===== config.mk =====
export PLATFORM = sky130hd
export DESIGN_NAME = rsw_write_handler
export DESIGN_NICKNAME = d
export VERILOG_FILES = /design/src/include/rsw_pkg.sv /design/src/hw/rsw_word_mem.sv /design/src/hw/rsw_write_handler.sv
export SDC_FILE = /design/constraint.sdc
export NUM_CORES = 1
export LEC_CHECK = 0
export BUFFER_PORTS_ARGS = -buffer_cell sky130_fd_sc_hd__buf_2
export CORE_UTILIZATION = 45
export DETAILED_ROUTE_END_ITERATION = 8
export MAX_ROUTING_LAYER = met4
export PLACE_DENSITY = 0.64
export REMOVE_ABC_BUFFERS = 1
export SETUP_SLACK_MARGIN = 0.1
export SLEW_MARGIN = 5
export SYNTH_ARGS = -nofsm -noshare
export SYNTH_HDL_FRONTEND = slang
export SYNTH_SLANG_ARGS = --single-unit

===== constraint.sdc =====
create_clock -name clk -period 2.9 [get_ports clk]
set_input_delay 0.435 -clock clk [delete_from_list [all_inputs] [get_ports clk]]
set_output_delay 0.435 -clock clk [all_outputs]
set_load 0.05 [all_outputs]

===== src/include/rsw_pkg.sv =====
// Constants, types and the CRC step shared by the RTU write handler
`default_nettype none
package rsw_pkg;
    // Command codes
    localparam logic [7:0]  CMD_READ      = 8'h03;
    localparam logic [7:0]  CMD_WR_ONE    = 8'h06;
    localparam logic [7:0]  CMD_WR_MANY   = 8'h10;
    // Word limit of one continuous write and the factory group number
    localparam logic [15:0] MAX_WORDS     = 16'h0010;
    localparam logic [6:0]  GROUP_FACTORY = 7'h63;
    // Byte positions and frame lengths
    localparam logic [5:0]  CNT_HDR       = 6'h08;
    localparam logic [5:0]  CNT_DATA      = 6'h07;
    localparam logic [5:0]  CNT_WR_ONE    = 6'h08;
    localparam logic [8:0]  CNT_WR_FIXED  = 9'h009;
    localparam logic [5:0]  DIDX_LIMIT    = 6'h20;
    localparam logic [2:0]  TX_ECHO       = 3'h6;
    localparam logic [2:0]  TX_LAST       = 3'h7;
    localparam logic [2:0]  HDR_ADDR      = 3'h0;
    localparam logic [2:0]  HDR_CMD       = 3'h1;
    localparam logic [2:0]  HDR_AHI       = 3'h2;
    localparam logic [2:0]  HDR_ALO       = 3'h3;
    localparam logic [2:0]  HDR_QHI       = 3'h4;
    localparam logic [2:0]  HDR_QLO       = 3'h5;
    localparam logic [2:0]  HDR_BC        = 3'h6;
    localparam int          ALIAS_BIT     = 7;
    // CRC
    localparam logic [15:0] CRC_INIT      = 16'hffff;
    localparam logic [15:0] CRC_POLY      = 16'ha001;
    // Idle gap: 3.5 characters of 11 bits at the line rate, rounded up
    localparam longint      GAP_TENTHS    = 35;
    localparam longint      CHAR_BITS     = 11;
    localparam longint      CLK_HZ        = 20000000;
    localparam longint      BAUD          = 9600;
    localparam longint      GAP_CYC_L     =
        (GAP_TENTHS * CHAR_BITS * CLK_HZ + 10 * BAUD - 1) / (10 * BAUD);
    localparam int          GAP_CYCLES    = int'(GAP_CYC_L);
    localparam int          GAP_W         = 20;

    typedef enum logic [1:0] {
        S_RX    = 2'b00,
        S_CHECK = 2'b01,
        S_WRITE = 2'b11,
        S_TX    = 2'b10
    } rsw_state_t;

    function automatic logic [15:0] rsw_crc_step(input logic [15:0] c, input logic [7:0] b);
        logic [15:0] r;
        r = c ^ {8'h00, b};
        for (int i = 0; i < 8; i++)
        begin
            r = r[0] ? ((r >> 1) ^ CRC_POLY) : (r >> 1);
        end
        return r;
    endfunction
endpackage
`default_nettype wire


===== src/hw/rsw_word_mem.sv =====
// Sixteen-word store for the data words of a continuous write
`default_nettype none
module rsw_word_mem (
    input  wire logic        clk,
    input  wire logic        reset,
    input  wire logic        wr_en,
    input  wire logic [3:0]  wr_addr,
    input  wire logic [15:0] wr_data,
    input  wire logic [3:0]  rd_addr,
    output logic      [15:0] rd_data
);
    typedef struct packed {
        logic [15:0][15:0] words;
        logic [15:0]       q;
    } rsw_mem_st_t;

    rsw_mem_st_t st;
    rsw_mem_st_t next_st;

    always_comb
    begin
        next_st = st;
        if (wr_en)
        begin
            next_st.words[wr_addr] = wr_data;
        end
        next_st.q = st.words[rd_addr];
    end

    always_ff @(posedge clk)
    begin
        if (reset)
        begin
            st <= '0;
        end
        else
        begin
            st <= next_st;
        end
    end

    assign rd_data = st.q;
endmodule
`default_nettype wire


===== src/hw/rsw_write_handler.sv =====
// RTU slave handler for single-word and continuous parameter writes
// Function
// - Single-word write carries one data word applied to the addressed parameter.
// - Successful single-word write is answered by echoing the request byte for byte.
// - Continuous write carries at most sixteen words, count set by word count.
// - Continuous write words go to consecutive addresses from the start address.
// - Continuous answer echoes address, command, start, count, then fresh CRC.
// - Frames are bounded by idle gaps of at least 3.5 characters.
// - Addresses travel high byte first; each byte may take any value.
// - Address high byte is the parameter group, low byte the index.
// - Factory group 99 is refused for reads and writes; a continuous write is refused only if it starts in group 99.
// - Run-locked parameters refused while running; read-only ones always refused.
// - Top address bit set means write RAM copy only, no nonvolatile store.
// - Top-bit alias address is invalid for reads.
// - CRC starts all ones, byte XOR then eight reflected shifts with a001.
// - Frames whose CRC does not check are dropped as transmission errors.
`default_nettype none
module rsw_write_handler #(
    parameter int GAP_CYCLES = rsw_pkg::GAP_CYCLES
) (
    input  wire logic        clk,
    input  wire logic        reset,
    input  wire logic [7:0]  own_addr,
    input  wire logic [7:0]  rx_byte,
    input  wire logic        rx_valid,
    output logic      [7:0]  tx_data,
    output logic             tx_valid,
    input  wire logic        tx_ready,
    output logic      [15:0] param_addr,
    output logic      [15:0] param_data,
    output logic             param_wr,
    output logic             param_ram_only,
    input  wire logic        param_read_only,
    input  wire logic        param_run_locked,
    input  wire logic        motor_running,
    output logic             crc_err,
    output logic             read_refused
);
    typedef struct packed {
        rsw_pkg::rsw_state_t        state;
        logic [rsw_pkg::GAP_W-1:0]  gap;
        logic [5:0]                 cnt;
        logic [15:0]                crc;
        logic [7:0][7:0]            hdr;
        logic [7:0]                 hold;
        logic [4:0]                 k;
        logic [4:0]                 nw;
        logic                       phase;
        logic [15:0]                base;
        logic [15:0]                param_addr;
        logic [15:0]                wr_data;
        logic                       wr_valid;
        logic                       ram_only;
        logic                       tx_valid;
        logic [7:0]                 tx_data;
        logic [2:0]                 t;
        logic [15:0]                crc_tx;
        logic                       crc_err;
        logic                       read_refused;
    } rsw_st_t;

    rsw_st_t     st;
    rsw_st_t     next_st;
    logic        mem_we;
    logic [3:0]  mem_waddr;
    logic [15:0] mem_wdata;
    logic [3:0]  mem_raddr;
    logic [15:0] mem_rd;
    logic [5:0]  didx;
    logic [15:0] qty;
    logic        frame_end;
    logic        factory;
    logic        is_one;
    logic        wr_ok;
    logic        locked;
    logic [15:0] nc;
    logic [2:0]  tn;

    rsw_word_mem u_mem (
        .clk     (clk),
        .reset   (reset),
        .wr_en   (mem_we),
        .wr_addr (mem_waddr),
        .wr_data (mem_wdata),
        .rd_addr (mem_raddr),
        .rd_data (mem_rd)
    );

    assign qty       = {st.hdr[rsw_pkg::HDR_QHI], st.hdr[rsw_pkg::HDR_QLO]};
    assign didx      = st.cnt - rsw_pkg::CNT_DATA;
    assign is_one    = st.hdr[rsw_pkg::HDR_CMD] == rsw_pkg::CMD_WR_ONE;
    // A frame ends only after a full idle gap; bytes arriving earlier extend it
    assign frame_end = (st.state == rsw_pkg::S_RX) && !rx_valid && (st.cnt != '0)
                     && (st.gap == rsw_pkg::GAP_W'(GAP_CYCLES - 1));
    assign factory   = st.hdr[rsw_pkg::HDR_AHI][6:0] == rsw_pkg::GROUP_FACTORY;
    assign locked    = param_read_only || (param_run_locked && motor_running);
    always_comb
    begin
        wr_ok = 1'b0;
        if (is_one)
        begin
            wr_ok = st.cnt == rsw_pkg::CNT_WR_ONE;
        end
        else if (st.hdr[rsw_pkg::HDR_CMD] == rsw_pkg::CMD_WR_MANY)
        begin
            wr_ok = (qty != '0) && (qty <= rsw_pkg::MAX_WORDS)
                  && ({8'h00, st.hdr[rsw_pkg::HDR_BC]} == {qty[14:0], 1'b0})
                  && ({3'b000, st.cnt} == rsw_pkg::CNT_WR_FIXED
                                          + {1'b0, st.hdr[rsw_pkg::HDR_BC]});
        end
        wr_ok = wr_ok && !factory;
    end

    always_comb
    begin
        next_st              = st;
        mem_we               = 1'b0;
        mem_waddr            = didx[4:1];
        mem_wdata            = {st.hold, rx_byte};
        mem_raddr            = st.k[3:0];
        nc                   = st.crc_tx;
        tn                   = st.t + 3'h1;
        next_st.wr_valid     = 1'b0;
        next_st.crc_err      = 1'b0;
        next_st.read_refused = 1'b0;
        if (rx_valid)
        begin
            next_st.gap = '0;
        end
        else if (st.gap != rsw_pkg::GAP_W'(GAP_CYCLES - 1))
        begin
            next_st.gap = st.gap + rsw_pkg::GAP_W'(1);
        end
        unique case (st.state)
            rsw_pkg::S_RX:
            begin
                if (rx_valid)
                begin
                    if (st.cnt < rsw_pkg::CNT_HDR)
                    begin
                        next_st.hdr[st.cnt[2:0]] = rx_byte;
                    end
                    // Data bytes pair high first into words of the store
                    if (st.cnt >= rsw_pkg::CNT_DATA && didx < rsw_pkg::DIDX_LIMIT)
                    begin
                        if (!didx[0])
                        begin
                            next_st.hold = rx_byte;
                        end
                        else
                        begin
                            mem_we = 1'b1;
                        end
                    end
                    next_st.crc = rsw_pkg::rsw_crc_step(st.crc, rx_byte);
                    if (st.cnt != '1)
                    begin
                        next_st.cnt = st.cnt + 6'h01;
                    end
                end
                else if (frame_end)
                begin
                    next_st.cnt = '0;
                    next_st.crc = rsw_pkg::CRC_INIT;
                    // Running CRC over a frame that includes its own CRC field ends at zero
                    if (st.crc != '0)
                    begin
                        next_st.crc_err = 1'b1;
                    end
                    else if (st.hdr[rsw_pkg::HDR_ADDR] == own_addr)
                    begin
                        if (st.hdr[rsw_pkg::HDR_CMD] == rsw_pkg::CMD_READ)
                        begin
                            next_st.read_refused = factory
                                || st.hdr[rsw_pkg::HDR_AHI][rsw_pkg::ALIAS_BIT];
                        end
                        else if (wr_ok)
                        begin
                            next_st.state      = rsw_pkg::S_CHECK;
                            next_st.k          = '0;
                            next_st.base       = {1'b0, st.hdr[rsw_pkg::HDR_AHI][6:0],
                                                  st.hdr[rsw_pkg::HDR_ALO]};
                            next_st.param_addr = next_st.base;
                            next_st.ram_only   =
                                st.hdr[rsw_pkg::HDR_AHI][rsw_pkg::ALIAS_BIT];
                            next_st.nw         = is_one ? 5'h01 : qty[4:0];
                        end
                    end
                end
            end
            rsw_pkg::S_CHECK:
            begin
                // Every target is checked before any word is written, so a frame is all or none
                if (locked)
                begin
                    next_st.state = rsw_pkg::S_RX;
                end
                else if (st.k == st.nw - 5'h01)
                begin
                    next_st.state = rsw_pkg::S_WRITE;
                    next_st.k     = '0;
                    next_st.phase = 1'b0;
                end
                else
                begin
                    next_st.k          = st.k + 5'h01;
                    next_st.param_addr = st.param_addr + 16'h0001;
                end
            end
            rsw_pkg::S_WRITE:
            begin
                if (!st.phase)
                begin
                    next_st.phase      = 1'b1;
                    next_st.param_addr = st.base + {11'h000, st.k};
                end
                else
                begin
                    next_st.phase    = 1'b0;
                    next_st.wr_valid = 1'b1;
                    next_st.wr_data  = is_one ? {st.hdr[rsw_pkg::HDR_QHI],
                                                 st.hdr[rsw_pkg::HDR_QLO]} : mem_rd;
                    if (st.k == st.nw - 5'h01)
                    begin
                        next_st.state    = rsw_pkg::S_TX;
                        next_st.t        = '0;
                        next_st.tx_valid = 1'b1;
                        next_st.tx_data  = st.hdr[rsw_pkg::HDR_ADDR];
                        next_st.crc_tx   = rsw_pkg::CRC_INIT;
                    end
                    else
                    begin
                        next_st.k = st.k + 5'h01;
                    end
                end
            end
            rsw_pkg::S_TX:
            begin
                if (tx_ready)
                begin
                    if (st.t < rsw_pkg::TX_ECHO)
                    begin
                        nc = rsw_pkg::rsw_crc_step(st.crc_tx, st.tx_data);
                    end
                    next_st.crc_tx = nc;
                    if (st.t == rsw_pkg::TX_LAST)
                    begin
                        next_st.tx_valid = 1'b0;
                        next_st.state    = rsw_pkg::S_RX;
                    end
                    else
                    begin
                        next_st.t = tn;
                        if (tn < rsw_pkg::TX_ECHO || is_one)
                        begin
                            next_st.tx_data = st.hdr[tn];
                        end
                        else
                        begin
                            next_st.tx_data = (tn == rsw_pkg::TX_ECHO) ? nc[7:0]
                                                                       : nc[15:8];
                        end
                    end
                end
            end
        endcase
    end

    always_ff @(posedge clk)
    begin
        if (reset)
        begin
            st       <= '0;
            st.crc   <= rsw_pkg::CRC_INIT;
            st.state <= rsw_pkg::S_RX;
        end
        else
        begin
            st <= next_st;
        end
    end

    assign tx_data        = st.tx_data;
    assign tx_valid       = st.tx_valid;
    assign param_addr     = st.param_addr;
    assign param_data     = st.wr_data;
    assign param_wr       = st.wr_valid;
    assign param_ram_only = st.ram_only;
    assign crc_err        = st.crc_err;
    assign read_refused   = st.read_refused;
endmodule
`default_nettype wire


# Word-level counts from Yosys, hierarchy flattened
# Index checks and enable logic that the tools add are counted.
[op_classes]
magnitude_cmp = 12
n_mux = 86
n_mul = 0
n_bitwise = 26
div_mod_pow = 0
n_eq_ne = 35
add_sub_neg = 9
n_reduce_logical = 41
shifts = 0
[op_table]
columns = ["cell", "n"]
rows = [
  ["2-to-1 mux 16 bit", 29],
  ["bitwise mux 256 bit", 1],
  ["2-to-1 mux 28 bit", 3],
  ["binary-select mux 16 bit (select 4 bit)", 1],
  ["bitwise mux 64 bit", 1],
  ["demux 16 bit (select 4 bit)", 1],
  ["2-to-1 mux 10 bit", 6],
  ["one-hot mux 28 bit (2 select lines)", 1],
  ["NOT 2 -> 3 bit", 16],
  ["one-hot mux 16 bit (3 select lines)", 1],
  ["2-to-1 mux 22 bit", 2],
  ["2-to-1 mux 8 bit", 4],
  ["nonzero test 16 bit", 2],
  ["bitwise XOR 16 x 8 -> 16 bit", 2],
  ["inequality test 2 bit (second input constant)", 15],
  ["2-to-1 mux 5 bit", 5],
  ["binary-select mux 8 bit (select 3 bit)", 1],
  ["demux 8 bit (select 3 bit)", 1],
  ["2-to-1 mux 2 bit", 12],
  ["adder 20 x 1 -> 20 bit (second input constant)", 1],
  ["== test 20 x 17 -> 1 bit (second input constant)", 1],
  ["inequality test 20 x 17 -> 1 bit (second input constant)", 1],
  ["AND reduction 10 bit", 2],
  ["adder 15 x 5 -> 16 bit", 1],
  ["54 further kinds", 99],
]
[totals]
mem_bits_rw = 0
reg_bits = 478
memories = 0
elab_cells = 253
latchBits = 0
output_inout_bits = 45
input_bits = 23
rom_bits = 0

# Longest topological paths before layout
# Gate-level depths: netlist of the first run.
[depth]
depth_word = 23
ltp_mapped = 11
depth_no_buf = 9

# Cells and area by module
# A second synthesis of the first run with hierarchy kept.
[hier_totals]
cells_unflattened = 2666
hier_area_um2 = 22979.5
[by_module_without_submodules]
columns = ["module", "cells_each", "area_per_inst_um2", "seq_area_each_um2", "instances"]
rows = [
  ["rsw_word_mem", 1386, 11718.7, 5445.2, 1],
  ["rsw_write_handler", 1280, 11260.8, 4124.0, 1],
]

# Worst setup path after synthesis of the first run
# No wires, ideal clock.
[synth_path]
kind = "register -> register"
from = "reg st, in the netlist mem_raddr[1]"
to = "reg u_mem.st, in the netlist u_mem.rd_data[10]"
stages_incl_launch_ff = 8
required_time_ps = 2785
t_arrival_ps = 2869
n_path_buf = 4
period_less_slack_ps = 2984
path_slack_ps = -84
setup_time_ps = 115
path_cell_list = "dfxtp_1 clkbuf_1 clkbuf_1 clkbuf_1 clkbuf_1 mux4_2 mux4_2 and2_1"
[synth_between]
elab_chain_len = 2
[synth_lines]
columns = ["element", "line_no", "text"]
rows = [
  ["start, declared", "rsw_write_handler.sv:62", "rsw_st_t st;"],
  ["start signal, assigned", "rsw_write_handler.sv:279", "st <= next_st;"],
  ["binary-select mux 16 bit (select 4 bit)", "rsw_word_mem.sv:27", "next_st.q = st.words[rd_addr];"],
  ["2-to-1 mux 16 bit (implied by the code)", "rsw_word_mem.sv:27", ""],
  ["end signal, assigned", "rsw_word_mem.sv:38", "st <= next_st;"],
  ["end, declared", "rsw_word_mem.sv:17", "rsw_mem_st_t st;"],
]
# Every way passes these cells. The select of a mux whose other input is x is not followed.
# A chain may end at the register's enable or synchronous reset.

# Worst setup path after layout of the first run
[layout_path]
from = "reg st[180] (netlist bit)"
to = "reg st, in the netlist mem_raddr[1]"
[layout_between]
elab_chain_len = 7
word_cells_on_any_way = 12
cone_classes = "4 x eq/ne; 2 x mux; 6 x reduce/logical"
[layout_lines]
columns = ["element", "line_no", "text"]
rows = [
  ["== test 6 x 9 -> 1 bit", "rsw_write_handler.sv:108", "&& ({3'b000, st.cnt} == rsw_pkg::CNT_WR_FIXED"],
  ["logical AND 1 bit", "rsw_write_handler.sv:108", ""],
  ["2-to-1 mux 1 bit", "rsw_write_handler.sv:104", "else if (st.hdr[rsw_pkg::HDR_CMD] == rsw_pkg::CMD_WR_MANY)"],
  ["2-to-1 mux 1 bit", "rsw_write_handler.sv:100", "if (is_one)"],
  ["logical AND 1 bit", "rsw_write_handler.sv:111", "wr_ok = wr_ok && !factory;"],
  ["inequality test 2 bit (no line)", "--", ""],
  ["AND reduction 10 bit (no line) *", "--", ""],
]
# Every way passes the cells marked *; elsewhere a longest branch is shown, timed or not.

==> flow_metrics.tcl, run 1 <==
set metrics [dict create \
    clk_path_buf_depth 3 \
    synth-xor-area-share_pct 4.40 \
    clk_pin_slew_ns 0.06 \
    synth_top_family_by_area "multiplexers" \
    p_clk_share_pct 47.4 \
    syn_inst 2370 \
    rr_endpoint "mem_raddr[1]" \
    crit_path_end_kind "flop" \
    timing.hold.ws_ns 0.122 \
    fmax_mhz 366 \
    rsz0062_at_grt "yes" \
    cts.sinks 478 \
    synth.largest_area_cell "dfxtp_1" \
    syn2layout_area_growth_pct 12.9 \
    rows 82 \
    p_per_area_mw_per_mm2 532 \
    yosys.area_share.simple_pct 15.6 \
    drc 0 \
    grt_max_degree 83 \
    power.total_mw 13.7 \
    design.die.area_mm2 0.0516 \
    cts_tree "built" \
    grt_use_total_pct 25.4 \
    viasPerCell 5.76 \
    clk_latency_ns 0.64 \
    yosys_warnings 0 \
    hold_end "u_mem.st[152]" \
    drive_gt1_share_pct 17.0 \
    cts_buffers 52 \
    pwr-share-seq_pct 48.6 \
    synth_mux_area_share_pct 23.7 \
    hold_depth 2 \
    synthTopCellsByCount "478 x dfxtp_1, 416 x nor2_1, 325 x mux2i_1, 158 x clkbuf_1, 133 x nand2_1" \
    drt-initial-drc-count 1414 \
    diodes 0 \
    first_global_vias 17463 \
    wirelength_mm 63.6 \
    leakage_nw 10.0 \
    crit_start "st[180]" \
    wl_per_cell_um 20.6 \
    tightest_slew_ns 0.688 \
    post-synth-top-count-cell "dfxtp_1" \
    antenna_found_initial 0 \
    synthTopCellsByArea "dfxtp_1 42%, mux2i_1 14%, mux4_2 9.4%" \
    place_area_mm2 0.0240 \
    synth_flop_cell "dfxtp_1" \
    yosysUniqueCellTypes 75 \
    crit_chain "inv_2 -> ha_1 -> or3b_4 -> or2_1 -> or2_1 -> a32o_2 -> o41a_1 -> or4b_1 -> a21oi_1" \
    cts_root_buf "clkbuf_16" \
    grt_pass1_wl_mm 99.0 \
    die_h_um 227 \
    period_needed_ns 2.73 \
    dr.pass1.iters 5 \
    cpMostUsedCell "or2_1" \
    maxCapViolations 0 \
    maxSlewViolCount 0 \
    port_buffers 67 \
    internal_power_mw 10.5 \
    via_count 17756 \
    dp_cells 2989 \
    netSwitchingFraction_pct 23.0 \
    peakVddDrop_mv 0.466 \
    cts_max_level 2 \
    p_switching_mw 3.15 \
    hold_class "in -> reg" \
    synth_area_mm2 0.0228 \
    synth_enable_flop_cells 0 \
    final_core_util_pct 51.4 \
    io-pin-count 68 \
    cpPeakStageDelay_ns 0.51 \
    stdcell_count 3083 \
    max-slew-margin-rel_pct 54.1 \
    status "finished clean" \
    async_flop_share_pct 0 \
    finalCritPeriodShare_pct 94.3 \
    startpoint_type "flop" \
    synth_seq_cells 478 \
    cts_hold_buf 0 \
    stdcell_area_mm2 0.0258 \
    synth-compound-area-share_pct 8.50 \
    ant_nets 0 \
    hp-start "reset" \
    crit_slowest_cell "or4b_1" \
    synth_area_per_cell_um2 9.63 \
    hold_violations 0 \
    power_frac_comb_pct 4.0 \
    critPathRequiredTime_ns 3.41 \
    coreArea_mm2 0.0501 \
    cp_data_arrival_time_ns 3.24 \
    r2r-start "st[180]" \
    initial_core_util_pct 45.6 \
    nNetsFinal 2415 \
    die_width_um 227 \
    worstRegToRegCells 9 \
    crit_type "reg -> reg" \
    clock_skew_ns 0.0574 \
    synth_adder_area_share_pct 0.965 \
    rrSetupSlack_ns 0.17 \
    cp_max_fo 3 \
    setup_viol 0 \
    hpwl_mm 41.8 \
    synth.top_cell.area_share_pct 41.9 \
    place.gp.congestion 0.902 \
    overflow 0 \
    synth_seq_area_share_pct 41.9 \
]
## critical path: cells and delay by family, from the launching register on
kind / cells / cell delay [ns]
and+or+nand+nor: 4 / 1.36
AOI/OAI and AO/OA: 3 / 0.76
DFF: 1 / 0.32
adders and majority gates: 1 / 0.13
buffers and inverters: 1 / 0.05
## state kept, by name (all words and copies together) (netlist names)
name / count
u_mem.st: 256
st: 133
param_addr: 16
param_data: 16
qty: 16
u_mem.rd_data: 16
mem_wdata: 8
tx_data: 8
mem_raddr: 4
crc_err: 1
param_ram_only: 1
param_wr: 1
read_refused: 1
tx_valid: 1
## timing repair
item,CTS,global route
setup buffers,3,1
gates resized for setup,1,18
pin swaps,4,7
setup endpoints to repair,15,50
## cells in the final DEF (no fill, tap or decap), types with 4 or more instances in the layout
| cell | netlist | final |
|---|---|---|
| a211oi_1 | 37 | 37 |
| a21o_1 | 7 | 7 |
| a21oi_1 | 77 | 76 |
| a22oi_1 | 5 | 5 |
| a31o_2 | 4 | 4 |
| a31oi_1 | 7 | 6 |
| a41oi_1 | 4 | 4 |
| and2_1 | 25 | 25 |
| and3_1 | 9 | 8 |
| buf_12 | 0 | 13 |
| buf_2 | 15 | 66 |
| buf_4 | 40 | 96 |
| clkbuf_1 | 158 | 12 |
| clkbuf_16 | 0 | 52 |
| clkbuf_8 | 0 | 14 |
| clkinv_2 | 0 | 8 |
| dfxtp_1 | 478 | 474 |
| ha_1 | 16 | 16 |
| inv_1 | 19 | 17 |
| mux2i_1 | 325 | 325 |
| mux4_2 | 95 | 95 |
| nand2_1 | 133 | 132 |
| nand2b_1 | 5 | 5 |
| nand3_1 | 82 | 82 |
| nand4_1 | 25 | 25 |
| nor2_1 | 416 | 405 |
| nor2_2 | 0 | 11 |
| nor2b_1 | 13 | 11 |
| nor3_1 | 35 | 33 |
| nor4_1 | 16 | 16 |
| o2111ai_1 | 4 | 4 |
| o21a_1 | 9 | 9 |
| o21ai_0 | 74 | 74 |
| o221a_2 | 11 | 11 |
| o22ai_1 | 6 | 6 |
| o31ai_1 | 11 | 11 |
| or2_2 | 4 | 4 |
| or3_1 | 13 | 13 |
| xnor2_1 | 74 | 74 |
| xor2_1 | 33 | 33 |
## area by class of cell
class                   count  area, um^2
multi-input cells        1645       12200
flip-flops and latches    478        9580
fillers                  4641       24300
clock inverters            12         146
clock buffers              78        1540
well taps                 672         841
inverters                  20        75.1
repair buffers            178        1350
## logic make-up (layout without fill, tap and decap cells)
logic type	Yosys count	in the layout
fa+ha+maj	17	17
simple gates	799	799
flops	478	478
xor+xnor	110	110
mux	422	422
buf+inv	247	288
compound gates	297	297
## layer usage
layer	wire [um]	vias up	global-route usage, %
met2	30900	506	42.6
met5	0	-	-
met1	27800	8755	31.9
met3	3000	120	3.05
li1	-	8375	-
met4	1840	0	8.27
## per-stage QoR
step	worst slack, ns	TNS [ns]
finish	0.165	0
global route	0.0992	0
CTS	0.0806	0
detailed placement	0.0430	0
global placement	0.0756	0
floorplan	-1.43	-178.81
## power groups by stage
stage          Sequential, mW  Clock [mW]  Combinational [mW]
2_1_floorplan            6.78           0               0.266
3_3_place_gp             6.80           0               0.525
3_5_place_dp             6.80           0               0.535
4_1_cts                  6.65        6.62               0.540
5_1_grt                  6.66        6.86               0.589
6_report                 6.66        6.50               0.542
## worst max path at each step
stage / to / depth (start not counted)
global route: mem_raddr[1] / 9
detailed placement: param_addr[13] / 9
finish: mem_raddr[1] / 9
floorplan: param_addr[7] / 8
global placement: mem_raddr[1] / 9
CTS: mem_raddr[1] / 9
No activity file was read; power rests on OpenSTA's default activity.
==> run 2: changes to the inputs <==
--- a/config.mk
+++ b/config.mk
@@ -10,6 +10,7 @@
 export DETAILED_ROUTE_END_ITERATION = 8
 export MAX_ROUTING_LAYER = met4
 export PLACE_DENSITY = 0.64
+export RECOVER_POWER = 50
 export REMOVE_ABC_BUFFERS = 1
 export SETUP_SLACK_MARGIN = 0.1
 export SLEW_MARGIN = 5
==> flow_metrics.tcl, run 2 (synthesis gave the netlist of run 1 again) <==
set metrics [dict create \
    clk_pin_slew_ns 0.06 \
    top_register "u_mem.st" \
    drc 0 \
    cp_data_arrival_time_ns 3.31 \
    max-slew-margin-rel_pct 31.8 \
    period_needed_ns 2.79 \
    die_width_um 227 \
    setup_ws_ns 0.115 \
    crit_type "reg -> reg" \
    syn2layout_area_growth_pct 12.2 \
    hold_end "u_mem.st[165]" \
    first_global_vias 17463 \
    grt_max_degree 83 \
    viasPerCell 5.75 \
    cp.buffers_inverters 1 \
    crit_path_end_kind "flop" \
    io-pin-count 68 \
    hold_depth 2 \
    drive_gt1_share_pct 14.3 \
    ant_nets 0 \
    layout_common_cells "476 x dfxtp_1, 405 x nor2_1, 325 x mux2i_1, 132 x nand2_1, 95 x mux4_2" \
    peakVddDrop_mv 0.467 \
    status "finished clean" \
    cpPeakStageDelay_ns 0.71 \
    hpwl_mm 41.8 \
    clk_latency_ns 0.64 \
    largest_registers "u_mem.st: 256 flops, st: 133 flops" \
    place_ws_ns 0.0430 \
    overflow 0 \
    tightest_slew_ns 1.02 \
    nNetsFinal 2415 \
    cp_max_fo 68 \
    leakage_nw 9.76 \
    cts_max_level 2 \
    fillers 4685 \
    design.die.area_mm2 0.0516 \
    place_area_mm2 0.0240 \
    largest_register_ffs 256 \
    worst-path-stages 4 \
    cpLargestDelayFamily "multiplexers" \
    cts_tree "built" \
    rrSetupSlack_ns 0.11 \
    finalCritPeriodShare_pct 96.0 \
    fmax_mhz 359 \
    p_per_area_mw_per_mm2 535 \
    cts_buffers 52 \
    antenna_found_initial 0 \
    rsz0062_at_grt "yes" \
    initial_core_util_pct 45.6 \
    stdcell_area_mm2 0.0256 \
    hold_violations 0 \
    final_common_cell "dfxtp_1" \
    grt_pass1_wl_mm 99.0 \
    clk_path_buf_depth 3 \
    clock_skew_ns 0.0595 \
    rr_endpoint "u_mem.rd_data[12]" \
    rows 82 \
    via_count 17728 \
    crit_chain "buf_6 -> mux4_2 -> mux4_2 -> and2_0" \
    wirelength_mm 63.4 \
    setup_viol 0 \
    die_h_um 227 \
    cpMostUsedCell "mux4_2" \
    cts_root_buf "clkbuf_16" \
    r2r-start "mem_raddr[1]" \
    place.gp.congestion 0.902 \
    worstRegToRegCells 4 \
    maxSlewViolCount 0 \
    drt-initial-drc-count 1554 \
    port_buffers 67 \
    coreArea_mm2 0.0501 \
    hold_class "in -> reg" \
    diodes 0 \
    grt_use_total_pct 25.4 \
    startpoint_type "flop" \
    dr.pass1.iters 8 \
    critPathRequiredTime_ns 3.42 \
    wl_per_cell_um 20.6 \
    cts_hold_buf 0 \
    hp-start "reset" \
    crit_slowest_cell "buf_6" \
    maxCapViolations 0 \
    cts.sinks 478 \
]
run 2: cell types whose count changed in the layout (fill, tap and decap cells not counted), sizes merged:
| cell | before | now |
|---|---|---|
| buf | 178 | 112 |
| clkbuf | 78 | 144 |
run 2: cell type report:
| type | instances | area (um^2) | share of cell area, % |
|---|---|---|---|
| Multi-Input combinational cell | 1645 | 12200 | 47.7 |
| Sequential cell | 478 | 9570 | 37.4 |
| Clock buffer | 78 | 1540 | 6.01 |
| Timing Repair Buffer | 178 | 1210 | 4.71 |
| Tap cell | 672 | 841 | 3.28 |
| Clock inverter | 12 | 146 | 0.572 |
| Inverter | 20 | 75.1 | 0.293 |
run 2: timing repair:
action,in CTS,in global routing
gates resized for setup,1,18
setup buffers,3,1
pin swaps,4,7
gates cloned,0,0
setup endpoints to repair,15,50
run 2: worst max-delay path by stage:
stage,end,start
floorplan,param_addr[7],mem_raddr[1]
global placement,mem_raddr[1],st[179]
detailed placement,param_addr[13],st[179]
CTS,mem_raddr[1],st[180]
global route,u_mem.st[265],st[206]
finish,u_mem.rd_data[12],mem_raddr[1]
run 2: stage by stage:
stage / hold slack (ns) / TNS [ns] / power (mW) / util (%) / cells
final: 0.124 / 0 / 13.7 / 51.1 / 3083
after global routing: 0.128 / 0 / 14.1 / 51.1 / 3083
after CTS: 0.0962 / 0 / 13.8 / 51.3 / 3082
after detailed placement: 0.462 / 0 / 7.33 / 47.9 / 2989
after global placement: 0.448 / 0 / 7.32 / 47.9 / 2989
after floorplan: 0.440 / -178.81 / 7.05 / - / 2143
run 2: where the power goes:
group	total (mW)	switching [mW]	leakage, nW	internal [mW]
clock network	6.50	2.75	0.831	3.75
registers	6.66	0.0492	3.85	6.61
logic	0.538	0.349	5.08	0.189
total	13.7	3.15	9.76	10.5
run 2: layer usage:
metal | wire (um) | GRT usage (%)
met1 | 27600 | 31.9
met2 | 30700 | 42.6
met5 | 0 | -
met3 | 3210 | 3.05
met4 | 1860 | 8.27
run 2: worst reg2reg max path: stages (launching register included):
cell and delay (ns):
dfxtp_1 0.50, buf_6 0.72, mux4_2 0.78, mux4_2 0.55, and2_0 0.19
